==> src/abc_pkg.sv <==
// Purpose: Shared constants for the converter bus controller.
// Assumes: 125 MHz system clock; register bus is AHB-Lite with 32-bit data.
// Notes: Pin timing figures are kept in ns; cycle counts are derived from them.
package abc_pkg;

  // ==========================================================
  // Clock and counter sizing
  localparam int ABC_CLK_NS = 8; // Clock period
  localparam int ABC_CNT_W = 11; // Wide enough for the longest count

  // Least time in ns to whole cycles, rounded up, at least one
  function automatic logic [ABC_CNT_W-1:0] abc_ns_to_cyc(input int ns);
    int c;
    c = (ns + ABC_CLK_NS - 1) / ABC_CLK_NS;
    if (c < 1) begin
      c = 1;
    end
    return ABC_CNT_W'(c);
  endfunction

  // ==========================================================
  // Pin timing of the converter
  localparam int ABC_TW_NS = 300; // Start pulse width
  localparam int ABC_TSD_NS = 250; // Status low to data readable
  localparam int ABC_TTD_NS = 250; // Bus access time
  localparam int ABC_TDT_NS = 150; // Output float delay
  localparam int ABC_TCONT_NS = 10250; // Least direction-low time in continuous mode
  localparam logic [ABC_CNT_W-1:0] ABC_TW_CYC = abc_ns_to_cyc(ABC_TW_NS);
  localparam logic [ABC_CNT_W-1:0] ABC_TSD_CYC = abc_ns_to_cyc(ABC_TSD_NS);
  localparam logic [ABC_CNT_W-1:0] ABC_TTD_CYC = abc_ns_to_cyc(ABC_TTD_NS);
  localparam logic [ABC_CNT_W-1:0] ABC_TDT_CYC = abc_ns_to_cyc(ABC_TDT_NS);
  localparam logic [ABC_CNT_W-1:0] ABC_TCONT_CYC = abc_ns_to_cyc(ABC_TCONT_NS);

  // ==========================================================
  // Register map (byte addresses) and fields
  localparam int ABC_AW = 4; // Decoded address bits
  localparam logic [ABC_AW-1:0] ABC_OFS_CTRL = 4'h0;
  localparam logic [ABC_AW-1:0] ABC_OFS_STAT = 4'h4;
  localparam logic [ABC_AW-1:0] ABC_OFS_DATA = 4'h8;
  localparam int ABC_CTRL_SINGLE = 0; // Write 1: one conversion then read
  localparam int ABC_CTRL_CONT = 1; // Level: continuous conversion
  localparam int ABC_CTRL_READ = 2; // Write 1: read only
  localparam int ABC_CTRL_POL = 4; // Polarity select for next start
  localparam int ABC_CTRL_COD = 5; // Coding select for next start
  localparam int ABC_STAT_BUSY = 0;
  localparam int ABC_STAT_CONV = 1;
  localparam int ABC_STAT_VALID = 2; // Write 1 to clear
  localparam int ABC_STAT_SPEND = 3;
  localparam int ABC_STAT_RPEND = 4;
  localparam logic [1:0] ABC_HTRANS_NONSEQ = 2'h2;
  localparam logic [31:0] ABC_ZERO32 = 32'h0000_0000;

endpackage

==> src/abc_host.sv <==
// Purpose: Host-side controller driving a bus-port 8-bit converter by its pins.
// Assumes: Converter pins are synchronous to clk; the converter drives the data bus.
// Notes: Software orders conversions and reads results through AHB-Lite registers.
//
// Notes on behaviour
// - Direction low starts, high reads
// - All three low 300 ns starts conversion
// - Data valid 250 ns after read begins
// - Stand-alone single: pulse direction low once
// - Raise direction only while status is high
// - Direction low at least 10.25 us continuous
// - Polarity and coding set before each start; here they change on the same edge that brings the three lows
//
// The placing of the registers and register access over AHB-Lite were chosen for this implementation.
`timescale 1ns/100ps
module abc_host (
  input logic clk, // System clock, 125 MHz
  input logic rst, // Async reset, active high
  input logic clk_en, // Freezes all state when low
  input logic hsel, // AHB slave select
  input logic [abc_pkg::ABC_AW-1:0] haddr, // AHB address, low bits
  input logic [1:0] htrans, // AHB transfer type
  input logic hwrite, // AHB write
  input logic [2:0] hsize, // AHB size
  input logic [31:0] hwdata, // AHB write data
  input logic hready, // AHB ready
  output logic hreadyout, // AHB slave ready
  output logic hresp, // AHB response
  output logic [31:0] hrdata, // AHB read data
  output logic sel_a_n, // First converter select, active low
  output logic sel_b_n, // Second converter select, active low
  output logic rd_wr, // Direction: high read, low convert start
  output logic polarity_select, // Bipolar when high
  output logic coding_select, // Two's complement when high
  input logic conv_status, // Converter status, high while converting
  input logic [7:0] adc_data // Converter data bus
);
  import abc_pkg::*;

  // ==========================================================
  // Types and state
  typedef enum logic [3:0] {
    ABC_IDLE,
    ABC_CV_ASSERT,
    ABC_CV_WAIT_HI,
    ABC_CV_WAIT_LO,
    ABC_CONT_RUN,
    ABC_CONT_LAST,
    ABC_SD_WAIT,
    ABC_RD_ACCESS,
    ABC_RD_END
  } abc_state_t;

  abc_state_t st_q, st_d;
  logic [ABC_CNT_W-1:0] cnt_q, cnt_d;
  logic sel_n_q, sel_n_d;
  logic rw_q, rw_d;
  logic pol_q, pol_d, cod_q, cod_d;
  logic [7:0] res_q, res_d;
  logic stb_q, stb_d;
  logic stat_q, stat_d;
  logic single_take, read_take;
  logic single_req, read_req, cont_en, pol_sel, cod_sel;
  logic busy;

  // Both selects move together so either one gates the access
  assign sel_a_n = sel_n_q;
  assign sel_b_n = sel_n_q;
  assign rd_wr = rw_q;
  assign polarity_select = pol_q;
  assign coding_select = cod_q;
  assign busy = (st_q != ABC_IDLE);

  // ==========================================================
  // Register slave
  abc_regs u_regs (
    .clk(clk),
    .rst(rst),
    .clk_en(clk_en),
    .hsel(hsel),
    .haddr(haddr),
    .htrans(htrans),
    .hwrite(hwrite),
    .hsize(hsize),
    .hwdata(hwdata),
    .hready(hready),
    .hreadyout(hreadyout),
    .hresp(hresp),
    .hrdata(hrdata),
    .busy(busy),
    .conv_seen(stat_q),
    .result(res_q),
    .result_stb(stb_q),
    .single_take(single_take),
    .read_take(read_take),
    .single_req(single_req),
    .read_req(read_req),
    .cont_en(cont_en),
    .pol_sel(pol_sel),
    .cod_sel(cod_sel)
  );

  // ==========================================================
  // Sequencer next values
  always_comb begin
    st_d = st_q;
    cnt_d = cnt_q + 1'b1;
    sel_n_d = sel_n_q;
    rw_d = rw_q;
    pol_d = pol_q;
    cod_d = cod_q;
    res_d = res_q;
    stb_d = 1'b0;
    stat_d = conv_status;
    single_take = 1'b0;
    read_take = 1'b0;
    case (st_q)
      ABC_IDLE: begin
        cnt_d = '0;
        // A start or read is only issued while the converter is quiet
        if (!conv_status) begin
          if (cont_en) begin
            // Coding pins change on the same edge that brings the three lows, and hold through the start
            pol_d = pol_sel;
            cod_d = cod_sel;
            sel_n_d = 1'b0;
            rw_d = 1'b0;
            st_d = ABC_CONT_RUN;
          end else if (single_req) begin
            single_take = 1'b1;
            pol_d = pol_sel;
            cod_d = cod_sel;
            sel_n_d = 1'b0;
            rw_d = 1'b0;
            st_d = ABC_CV_ASSERT;
          end else if (read_req) begin
            read_take = 1'b1;
            rw_d = 1'b1;
            sel_n_d = 1'b0;
            st_d = ABC_RD_ACCESS;
          end
        end
      end
      ABC_CV_ASSERT: begin
        // Hold the start lows for the least pulse width, then let go
        // so a long hold cannot turn into back-to-back conversions
        if (cnt_q == ABC_TW_CYC - 1'b1) begin
          sel_n_d = 1'b1;
          rw_d = 1'b1;
          st_d = ABC_CV_WAIT_HI;
        end
      end
      ABC_CV_WAIT_HI: begin
        // Converter raises status once it has begun
        if (conv_status) begin
          st_d = ABC_CV_WAIT_LO;
        end
      end
      ABC_CV_WAIT_LO: begin
        cnt_d = '0;
        if (!conv_status) begin
          st_d = ABC_SD_WAIT;
        end
      end
      ABC_CONT_RUN: begin
        // Keep all lows so the converter repeats; count the low time
        if (cnt_q == ABC_TCONT_CYC) begin
          cnt_d = cnt_q;
        end
        if (!cont_en && cnt_q == ABC_TCONT_CYC && conv_status) begin
          rw_d = 1'b1;
          st_d = ABC_CONT_LAST;
        end
      end
      ABC_CONT_LAST: begin
        // Final conversion runs; selects stay low so data comes out after it
        cnt_d = '0;
        if (!conv_status) begin
          st_d = ABC_SD_WAIT;
        end
      end
      ABC_SD_WAIT: begin
        // Give the result time to settle after status falls
        if (cnt_q == ABC_TSD_CYC - 1'b1) begin
          cnt_d = '0;
          rw_d = 1'b1;
          sel_n_d = 1'b0;
          st_d = ABC_RD_ACCESS;
        end
      end
      ABC_RD_ACCESS: begin
        // Sample only after the full bus access time
        if (cnt_q == ABC_TTD_CYC - 1'b1) begin
          res_d = adc_data;
          stb_d = 1'b1;
          cnt_d = '0;
          sel_n_d = 1'b1;
          st_d = ABC_RD_END;
        end
      end
      ABC_RD_END: begin
        // Let the converter float the bus before anything else
        if (cnt_q == ABC_TDT_CYC - 1'b1) begin
          cnt_d = '0;
          st_d = ABC_IDLE;
        end
      end
      default: begin
        cnt_d = '0;
        sel_n_d = 1'b1;
        rw_d = 1'b1;
        st_d = ABC_IDLE;
      end
    endcase
  end

  // Sequencer register stage
  always_ff @(posedge clk or posedge rst) begin
    if (rst) begin
      st_q <= ABC_IDLE;
      cnt_q <= '0;
      sel_n_q <= 1'b1;
      rw_q <= 1'b1;
      pol_q <= 1'b0;
      cod_q <= 1'b0;
      res_q <= 8'h00;
      stb_q <= 1'b0;
      stat_q <= 1'b0;
    end else if (clk_en) begin
      st_q <= st_d;
      cnt_q <= cnt_d;
      sel_n_q <= sel_n_d;
      rw_q <= rw_d;
      pol_q <= pol_d;
      cod_q <= cod_d;
      res_q <= res_d;
      stb_q <= stb_d;
      stat_q <= stat_d;
    end
  end

endmodule

==> src/abc_regs.sv <==
// Purpose: AHB-Lite register slave for the converter bus controller.
// Assumes: Single word transfers; zero wait states; response always OKAY.
// Notes: Command bits stay pending until the sequencer takes them.
`timescale 1ns/100ps
module abc_regs (
  input logic clk, // System clock
  input logic rst, // Async reset, active high
  input logic clk_en, // Freezes all state when low
  input logic hsel, // Slave select
  input logic [abc_pkg::ABC_AW-1:0] haddr, // Low address bits
  input logic [1:0] htrans, // Transfer type
  input logic hwrite, // Write when high
  input logic [2:0] hsize, // Transfer size, word only
  input logic [31:0] hwdata, // Write data
  input logic hready, // Bus ready
  output logic hreadyout, // Slave ready
  output logic hresp, // Response, always OKAY
  output logic [31:0] hrdata, // Read data
  input logic busy, // Sequencer active
  input logic conv_seen, // Converter status seen
  input logic [7:0] result, // Last captured result
  input logic result_stb, // New result captured
  input logic single_take, // Sequencer took single command
  input logic read_take, // Sequencer took read command
  output logic single_req, // Single conversion pending
  output logic read_req, // Read pending
  output logic cont_en, // Continuous mode on
  output logic pol_sel, // Polarity select setting
  output logic cod_sel // Coding select setting
);
  import abc_pkg::*;

  // ==========================================================
  // Bus phase tracking and registers
  logic wr_q, wr_d;
  logic [ABC_AW-1:0] adr_q, adr_d;
  logic [31:0] rdat_q, rdat_d;
  logic spend_q, spend_d, rpend_q, rpend_d, cont_q, cont_d;
  logic pol_q, pol_d, cod_q, cod_d, valid_q, valid_d;
  logic acc;
  logic [31:0] stat_w;

  assign hreadyout = 1'b1;
  assign hresp = 1'b0;
  assign hrdata = rdat_q;
  assign single_req = spend_q;
  assign read_req = rpend_q;
  assign cont_en = cont_q;
  assign pol_sel = pol_q;
  assign cod_sel = cod_q;

  // Next values: address phase capture, data phase write, hardware set wins
  always_comb begin
    acc = hsel && hready && (htrans == ABC_HTRANS_NONSEQ) && (hsize == 3'h2);
    stat_w = ABC_ZERO32;
    stat_w[ABC_STAT_BUSY] = busy;
    stat_w[ABC_STAT_CONV] = conv_seen;
    stat_w[ABC_STAT_VALID] = valid_q;
    stat_w[ABC_STAT_SPEND] = spend_q;
    stat_w[ABC_STAT_RPEND] = rpend_q;
    wr_d = acc && hwrite;
    adr_d = acc ? haddr : adr_q;
    rdat_d = rdat_q;
    if (acc && !hwrite) begin
      case (haddr)
        ABC_OFS_CTRL: rdat_d = {26'h0, cod_q, pol_q, 2'h0, cont_q, 1'b0};
        ABC_OFS_STAT: rdat_d = stat_w;
        ABC_OFS_DATA: rdat_d = {24'h0, result};
        default: rdat_d = ABC_ZERO32;
      endcase
    end
    spend_d = spend_q && !single_take;
    rpend_d = rpend_q && !read_take;
    cont_d = cont_q;
    pol_d = pol_q;
    cod_d = cod_q;
    valid_d = valid_q;
    if (wr_q && adr_q == ABC_OFS_CTRL) begin
      spend_d = spend_d || hwdata[ABC_CTRL_SINGLE];
      rpend_d = rpend_d || hwdata[ABC_CTRL_READ];
      cont_d = hwdata[ABC_CTRL_CONT];
      pol_d = hwdata[ABC_CTRL_POL];
      cod_d = hwdata[ABC_CTRL_COD];
    end
    if (wr_q && adr_q == ABC_OFS_STAT && hwdata[ABC_STAT_VALID]) begin
      valid_d = 1'b0;
    end
    if (result_stb) begin
      valid_d = 1'b1;
    end
  end

  // Register stage
  always_ff @(posedge clk or posedge rst) begin
    if (rst) begin
      wr_q <= 1'b0;
      adr_q <= '0;
      rdat_q <= ABC_ZERO32;
      spend_q <= 1'b0;
      rpend_q <= 1'b0;
      cont_q <= 1'b0;
      pol_q <= 1'b0;
      cod_q <= 1'b0;
      valid_q <= 1'b0;
    end else if (clk_en) begin
      wr_q <= wr_d;
      adr_q <= adr_d;
      rdat_q <= rdat_d;
      spend_q <= spend_d;
      rpend_q <= rpend_d;
      cont_q <= cont_d;
      pol_q <= pol_d;
      cod_q <= cod_d;
      valid_q <= valid_d;
    end
  end

endmodule

==> config.mk <==
export PLATFORM = sky130hd
export DESIGN_NAME = abc_host
export DESIGN_NICKNAME = d
export VERILOG_FILES = /design/src/abc_pkg.sv /design/src/abc_host.sv /design/src/abc_regs.sv
export SDC_FILE = /design/constraint.sdc
export NUM_CORES = 1
export LEC_CHECK = 0
export ABC_AREA = 1
export BUFFER_PORTS_ARGS = -buffer_cell sky130_fd_sc_hd__buf_2
export CAP_MARGIN = 10
export CORE_MARGIN = 3
export CORE_UTILIZATION = 45
export CTS_BUF_LIST = sky130_fd_sc_hd__clkbuf_8
export DETAILED_ROUTE_END_ITERATION = 10
export MAX_ROUTING_LAYER = met4
export PLACE_DENSITY_LB_ADDON = 0.12
export SLEW_MARGIN = 0
export SYNTH_ARGS = -nofsm -noshare
export SYNTH_HDL_FRONTEND = slang
export SYNTH_HIERARCHICAL = 1
export SYNTH_SLANG_ARGS = --single-unit
==> constraint.sdc <==
create_clock -name clk -period 4.15 [get_ports clk]
set_clock_uncertainty 0.1 [all_clocks]
set_input_delay 1.245 -clock clk [delete_from_list [all_inputs] [get_ports clk]]
set_output_delay 1.245 -clock clk [all_outputs]
set_load 0.05 [all_outputs]
After elaboration in Yosys (flattened, before gate mapping)
Index checks and enable logic that the tools add are counted.
{"block": "totals", "reg_bits": 72, "in_bits": 56}
{"block": "op_classes", "reduce_logical": 39, "muxes": 50, "bitwise_logic": 3, "addsub": 1, "n_eq_ne": 27}
{"op": "2-to-1 mux 4 bit", "count": 11}
{"op": "one-hot mux 11 bit (4 select lines)", "count": 1}
{"op": "2-to-1 mux 11 bit", "count": 3}
{"op": "one-hot mux 4 bit (8 select lines)", "count": 1}
{"op": "2-to-1 mux 1 bit", "count": 31}
{"op": "== test 4 x 3 -> 1 bit (second input constant)", "count": 6}
{"op": "one-hot mux 8 bit (3 select lines)", "count": 1}
{"op": "== test 11 x 5 -> 1 bit (second input constant)", "count": 2}
{"op": "!= test 2 bit (second input constant)", "count": 9}
{"op": "AND reduction 7 bit", "count": 2}
{"op": "logical AND 1 bit", "count": 12}
{"op": "zero test 4 bit", "count": 3}
{"op": "adder 11 x 1 -> 11 bit (second input constant)", "count": 1}
{"op": "== test 11 bit (second input constant)", "count": 1}
{"op": "== test 11 x 6 -> 1 bit (second input constant)", "count": 1}
{"op": "one-hot mux 1 bit (5 select lines)", "count": 2}
{"op": "AND reduction 10 bit", "count": 1}
{"op": "AND reduction 2 bit", "count": 5}
{"op": "OR reduction 5 bit", "count": 2}
{"op": "== test 4 x 2 -> 1 bit (second input constant)", "count": 2}
{"op": "== test 4 bit (second input constant)", "count": 2}
{"op": "OR reduction 2 bit", "count": 3}
{"op": "== test 4 x 1 -> 1 bit (second input constant)", "count": 1}
{"op": "zero test 1 bit", "count": 4}
{"op": "other kinds (9)", "count": 13}

Logic depth before layout (Yosys ltp)
{"block": "depth", "word_depth": 9, "depth_mapped": 11}

By module
The synthesis kept the hierarchy.
{"module": "abc_host", "n_inst": 1, "area_per_inst_um2": 2110.8, "cells_each": 300, "seq_area_each_um2": 728.2}
{"module": "abc_regs", "n_inst": 1, "area_per_inst_um2": 1193.6, "cells_each": 154, "seq_area_each_um2": 475.5}

Worst setup path before layout
No wires, ideal clock.
{"block": "synth_path", "path_kind": "reg-to-output", "start": "register sel_n_q (netlist: sel_a_n)", "end": "output sel_b_n", "arrival_ns": 0.928, "path_buffers": 1, "t_required_ns": 2.805, "path_slack_ns": 1.877, "stages_incl_launch_ff": 2, "path_cell_list": "dfstp_2 > buf_4"}
{"element": "from (decl)", "line_no": "abc_host.sv:56", "source": "logic sel_n_q, sel_n_d;"}
{"element": "from (signal assigned)", "line_no": "abc_host.sv:232", "source": "sel_n_q <= sel_n_d;"}
{"element": "to (decl)", "line_no": "abc_host.sv:31", "source": "output logic sel_b_n,"}
No word-level cell between the ends.

Worst setup path after layout
{"block": "layout_path", "start": "register sel_n_q (netlist: sel_a_n)", "end": "output sel_a_n"}
{"element": "to (decl)", "line_no": "abc_host.sv:30", "source": "output logic sel_a_n,"}
No word-level cell between the ends.

==> flow_metrics.tcl <==
set metrics [dict create \
    dp.cells 583 \
    numPortBuffers 41 \
    firstDrtPassIters 4 \
    ir_worst_vdd_mv 0.176 \
    drive_gt1_share_pct 20.2 \
    final_util_pct 51.5 \
    worst_setup_path_start_kind "flip-flop" \
    die_y_microns 91.7 \
    grt_start_max_net_pins 30 \
    root_buffer "clkbuf_8" \
    cp.required_ns 2.80 \
    drv_cap 0 \
    ys_seq_area_share_pct 36.4 \
    cts_buffers 5 \
    ioPinCount 95 \
    cts_resized 0 \
    tightest_slew_ns 0.750 \
    cts_tree "yes" \
    switching_share_pct 46.2 \
    path_clk_slew_ns 0.09 \
    drt_iter0_drc 139 \
    fin_area_sq_um 3570 \
    power_leakage_nw 2.00 \
    slowest_stage "dfstp_2" \
    diodes 0 \
    synth.distinct_cells 35 \
    track_usage_pct 18.0 \
    timing.critical_path.buf_inv 1 \
    setup_viol 0 \
    placed_area_sq_um 3480 \
    power_density_nw_per_um2 452 \
    holdBufCountCts 0 \
    rsz0062_at_grt "no" \
    p_int_uw 869 \
    num_rows 30 \
    grt_antenna_before_repair 0 \
    dp_slack_ns 1.65 \
    cpPeakStageDelay_ns 0.54 \
    htreeDepth 2 \
    routed_wl_microns 6950 \
    layout.nets 553 \
    cp_top_family "flip-flops" \
    max_slew_margin_pct 50.0 \
    vias 2810 \
    yosysWarnings 6 \
    power_frac_comb_pct 44.1 \
    fin_crit_ns 2.44 \
    tns_ns 0 \
    synthCells 454 \
    p_sw_uw 747 \
    path_class "flip-flop to output pin" \
    ys_ff_latch 48 \
    path_max_fanout 3 \
    die_area_sq_um 8410 \
    cts_sinks 48 \
    worst_hold_path_type "flip-flop to flip-flop" \
    die_w_microns 91.7 \
    finalMaxSlewViolations 0 \
    worstHoldStart "rd_wr$_DFFE_PP1P_" \
    finalHoldViolations 0 \
    clockBufferDepth 2 \
    layout.cells.non_filler 591 \
    crit_chain "buf_2" \
    fin_ws_ns 1.71 \
    timing.rr.start "cnt_q[0]$_DFFE_PP0P_" \
    routedWlPerCell_microns 11.8 \
    status "finished, final reports clean" \
    clock.fmax_ghz 0.410 \
    pwr-share-clk_pct 18.5 \
    drc 0 \
    final.fill_count 726 \
    grt.overflow.total 0 \
    netlist_area_sq_um 3300 \
    finalPower_mw 1.62 \
    synth_area_per_cell_sq_um 7.28 \
    start_util_pct 47.6 \
    cp.arrival_ns 1.10 \
    ant_nets 0 \
    via_per_inst 4.75 \
    grt_pass1_wl_microns 12100 \
    area_delta_synth_final_pct 8.14 \
    dp_hpwl_microns 5390 \
    grt_pass1_vias 2608 \
    design.core.area_sq_um 6940 \
    seqPwrFrac_pct 37.4 \
    postCtsSetupRepairBufs 0 \
    startpoint "sel_a_n$_DFFE_PP1P_" \
    clk_latency_ns 0.30 \
    period_share_pct 58.8 \
    end_kind "output pin" \
    gp_congestion 0.978 \
    multi_input_area_sq_um 1750 \
    holdWs_ns 0.361 \
    seqCellArea_sq_um 1200 \
]
==> path summary, 6_finish.rpt <==
path | endpoint | slack, ns | cells after the start
worst max register to register | cnt_q[5]$_DFFE_PP0P_ | 2.28 | 8
max in group asynchronous | u_regs/adr_q[3]$_DFFE_PP0P_ | 2.51 | 2
min in group asynchronous | coding_select$_DFFE_PP0P_ | 0.92 | 3
worst min register to register | rd_wr$_DFFE_PP1P_ | 0.36 | 2
worst min-delay path | rd_wr$_DFFE_PP1P_ | 0.36 | 2
worst max-delay path | sel_a_n | 1.71 | 1
==> power by group through the flow <==
stage          clock, mW  sequential (mW)  combinational [mW]
2_1_floorplan          0            0.660               0.544
3_3_place_gp           0            0.614               0.708
3_5_place_dp           0            0.614               0.713
4_1_cts            0.318            0.605               0.714
5_1_grt            0.342            0.617               0.796
6_report           0.298            0.605               0.712
==> state kept, by name, summed over array words and instances (netlist names), 4 cells and up <==
register	cells
cnt_q	11
res_q	8
st_q	4
u_regs/adr_q	4
u_regs/hrdata	8
==> layout by cell type (no fill, tap or decap), types with 5 or more instances in the layout <==
master      n
nand2_1   158
dfrtp_1    46
inv_1      42
buf_2      41
nand3_1    36
nor2_1     35
conb_1     26
nand4_1    20
o21ai_2    12
nand2_2     8
inv_2       7
o21ai_0     6
clkbuf_8    6
nor2_4      5
==> kinds of logic (layout without fill, tap and decap cells) <==
kind of cell	count (synthesis)	count (layout)	synth area share [%]
DFF	48	48	36.4
xor gates and xnor gates	1	1	0.265
AOI/OAI and AO/OA	31	31	6.59
buffers and inverters	84	101	13.5
other	2	26	0.227
and+or+nand+nor	285	285	41.9
adders and majority gates	3	3	1.14
==> per-layer routing <==
metal | part of all wire [%] | GRT usage, %
met3 | 5.5 | 3.20
met1 | 48 | 24.8
met5 | 0 | -
met4 | 1.3 | 5.32
met2 | 45 | 27.3
==> cells in the mapped netlist <==
cell / instances / area share, %
nand2_1: 158 / 18
dfrtp_1: 46 / 35
inv_1: 42 / 4.8
nand3_1: 36 / 5.5
nor2_1: 35 / 4.0
buf_4: 27 / 6.1
nand4_1: 20 / 3.8
o21ai_2: 12 / 3.2
nand2_2: 8 / 1.5
inv_2: 7 / 0.80
o21ai_0: 6 / 0.91
nor2_4: 5 / 1.7
o211ai_1: 4 / 0.91
o21ai_1: 4 / 0.61
a21oi_1: 3 / 0.45
buf_2: 3 / 0.45
buf_6: 3 / 1.0
ha_1: 3 / 1.1
nand2_4: 3 / 1.0
nand3_2: 3 / 0.91
nand3b_1: 3 / 0.68
nor2_2: 3 / 0.57
nor2_8: 3 / 1.8
nor3_1: 3 / 0.45
conb_1: 2 / 0.23
dfstp_2: 2 / 1.6
nand3_4: 2 / 1.1
a311oi_1: 1 / 0.27
and3_1: 1 / 0.19
clkinv_1: 1 / 0.11
inv_4: 1 / 0.19
nand3b_4: 1 / 0.61
nor4_1: 1 / 0.19
o2111ai_1: 1 / 0.27
xor2_1: 1 / 0.27
==> tightest hold or removal path: cells and delay by family (launching register included) <==
| family | cells | cell delay, ns |
|---|---|---|
| flip-flops | 1 | 0.38 |
| AND/OR/NAND/NOR | 2 | 0.09 |
==> final cells by class <==
type / instances / area share, %
timing repair buffer: 42 / 5.95
clock buffer: 6 / 2.31
sequential: 48 / 33.7
tap: 96 / 3.36
clock inverter: 2 / 0.420
multi-input combinational: 346 / 48.8
inverter: 51 / 5.43
Note: power is estimated with default switching activity, not from simulation.
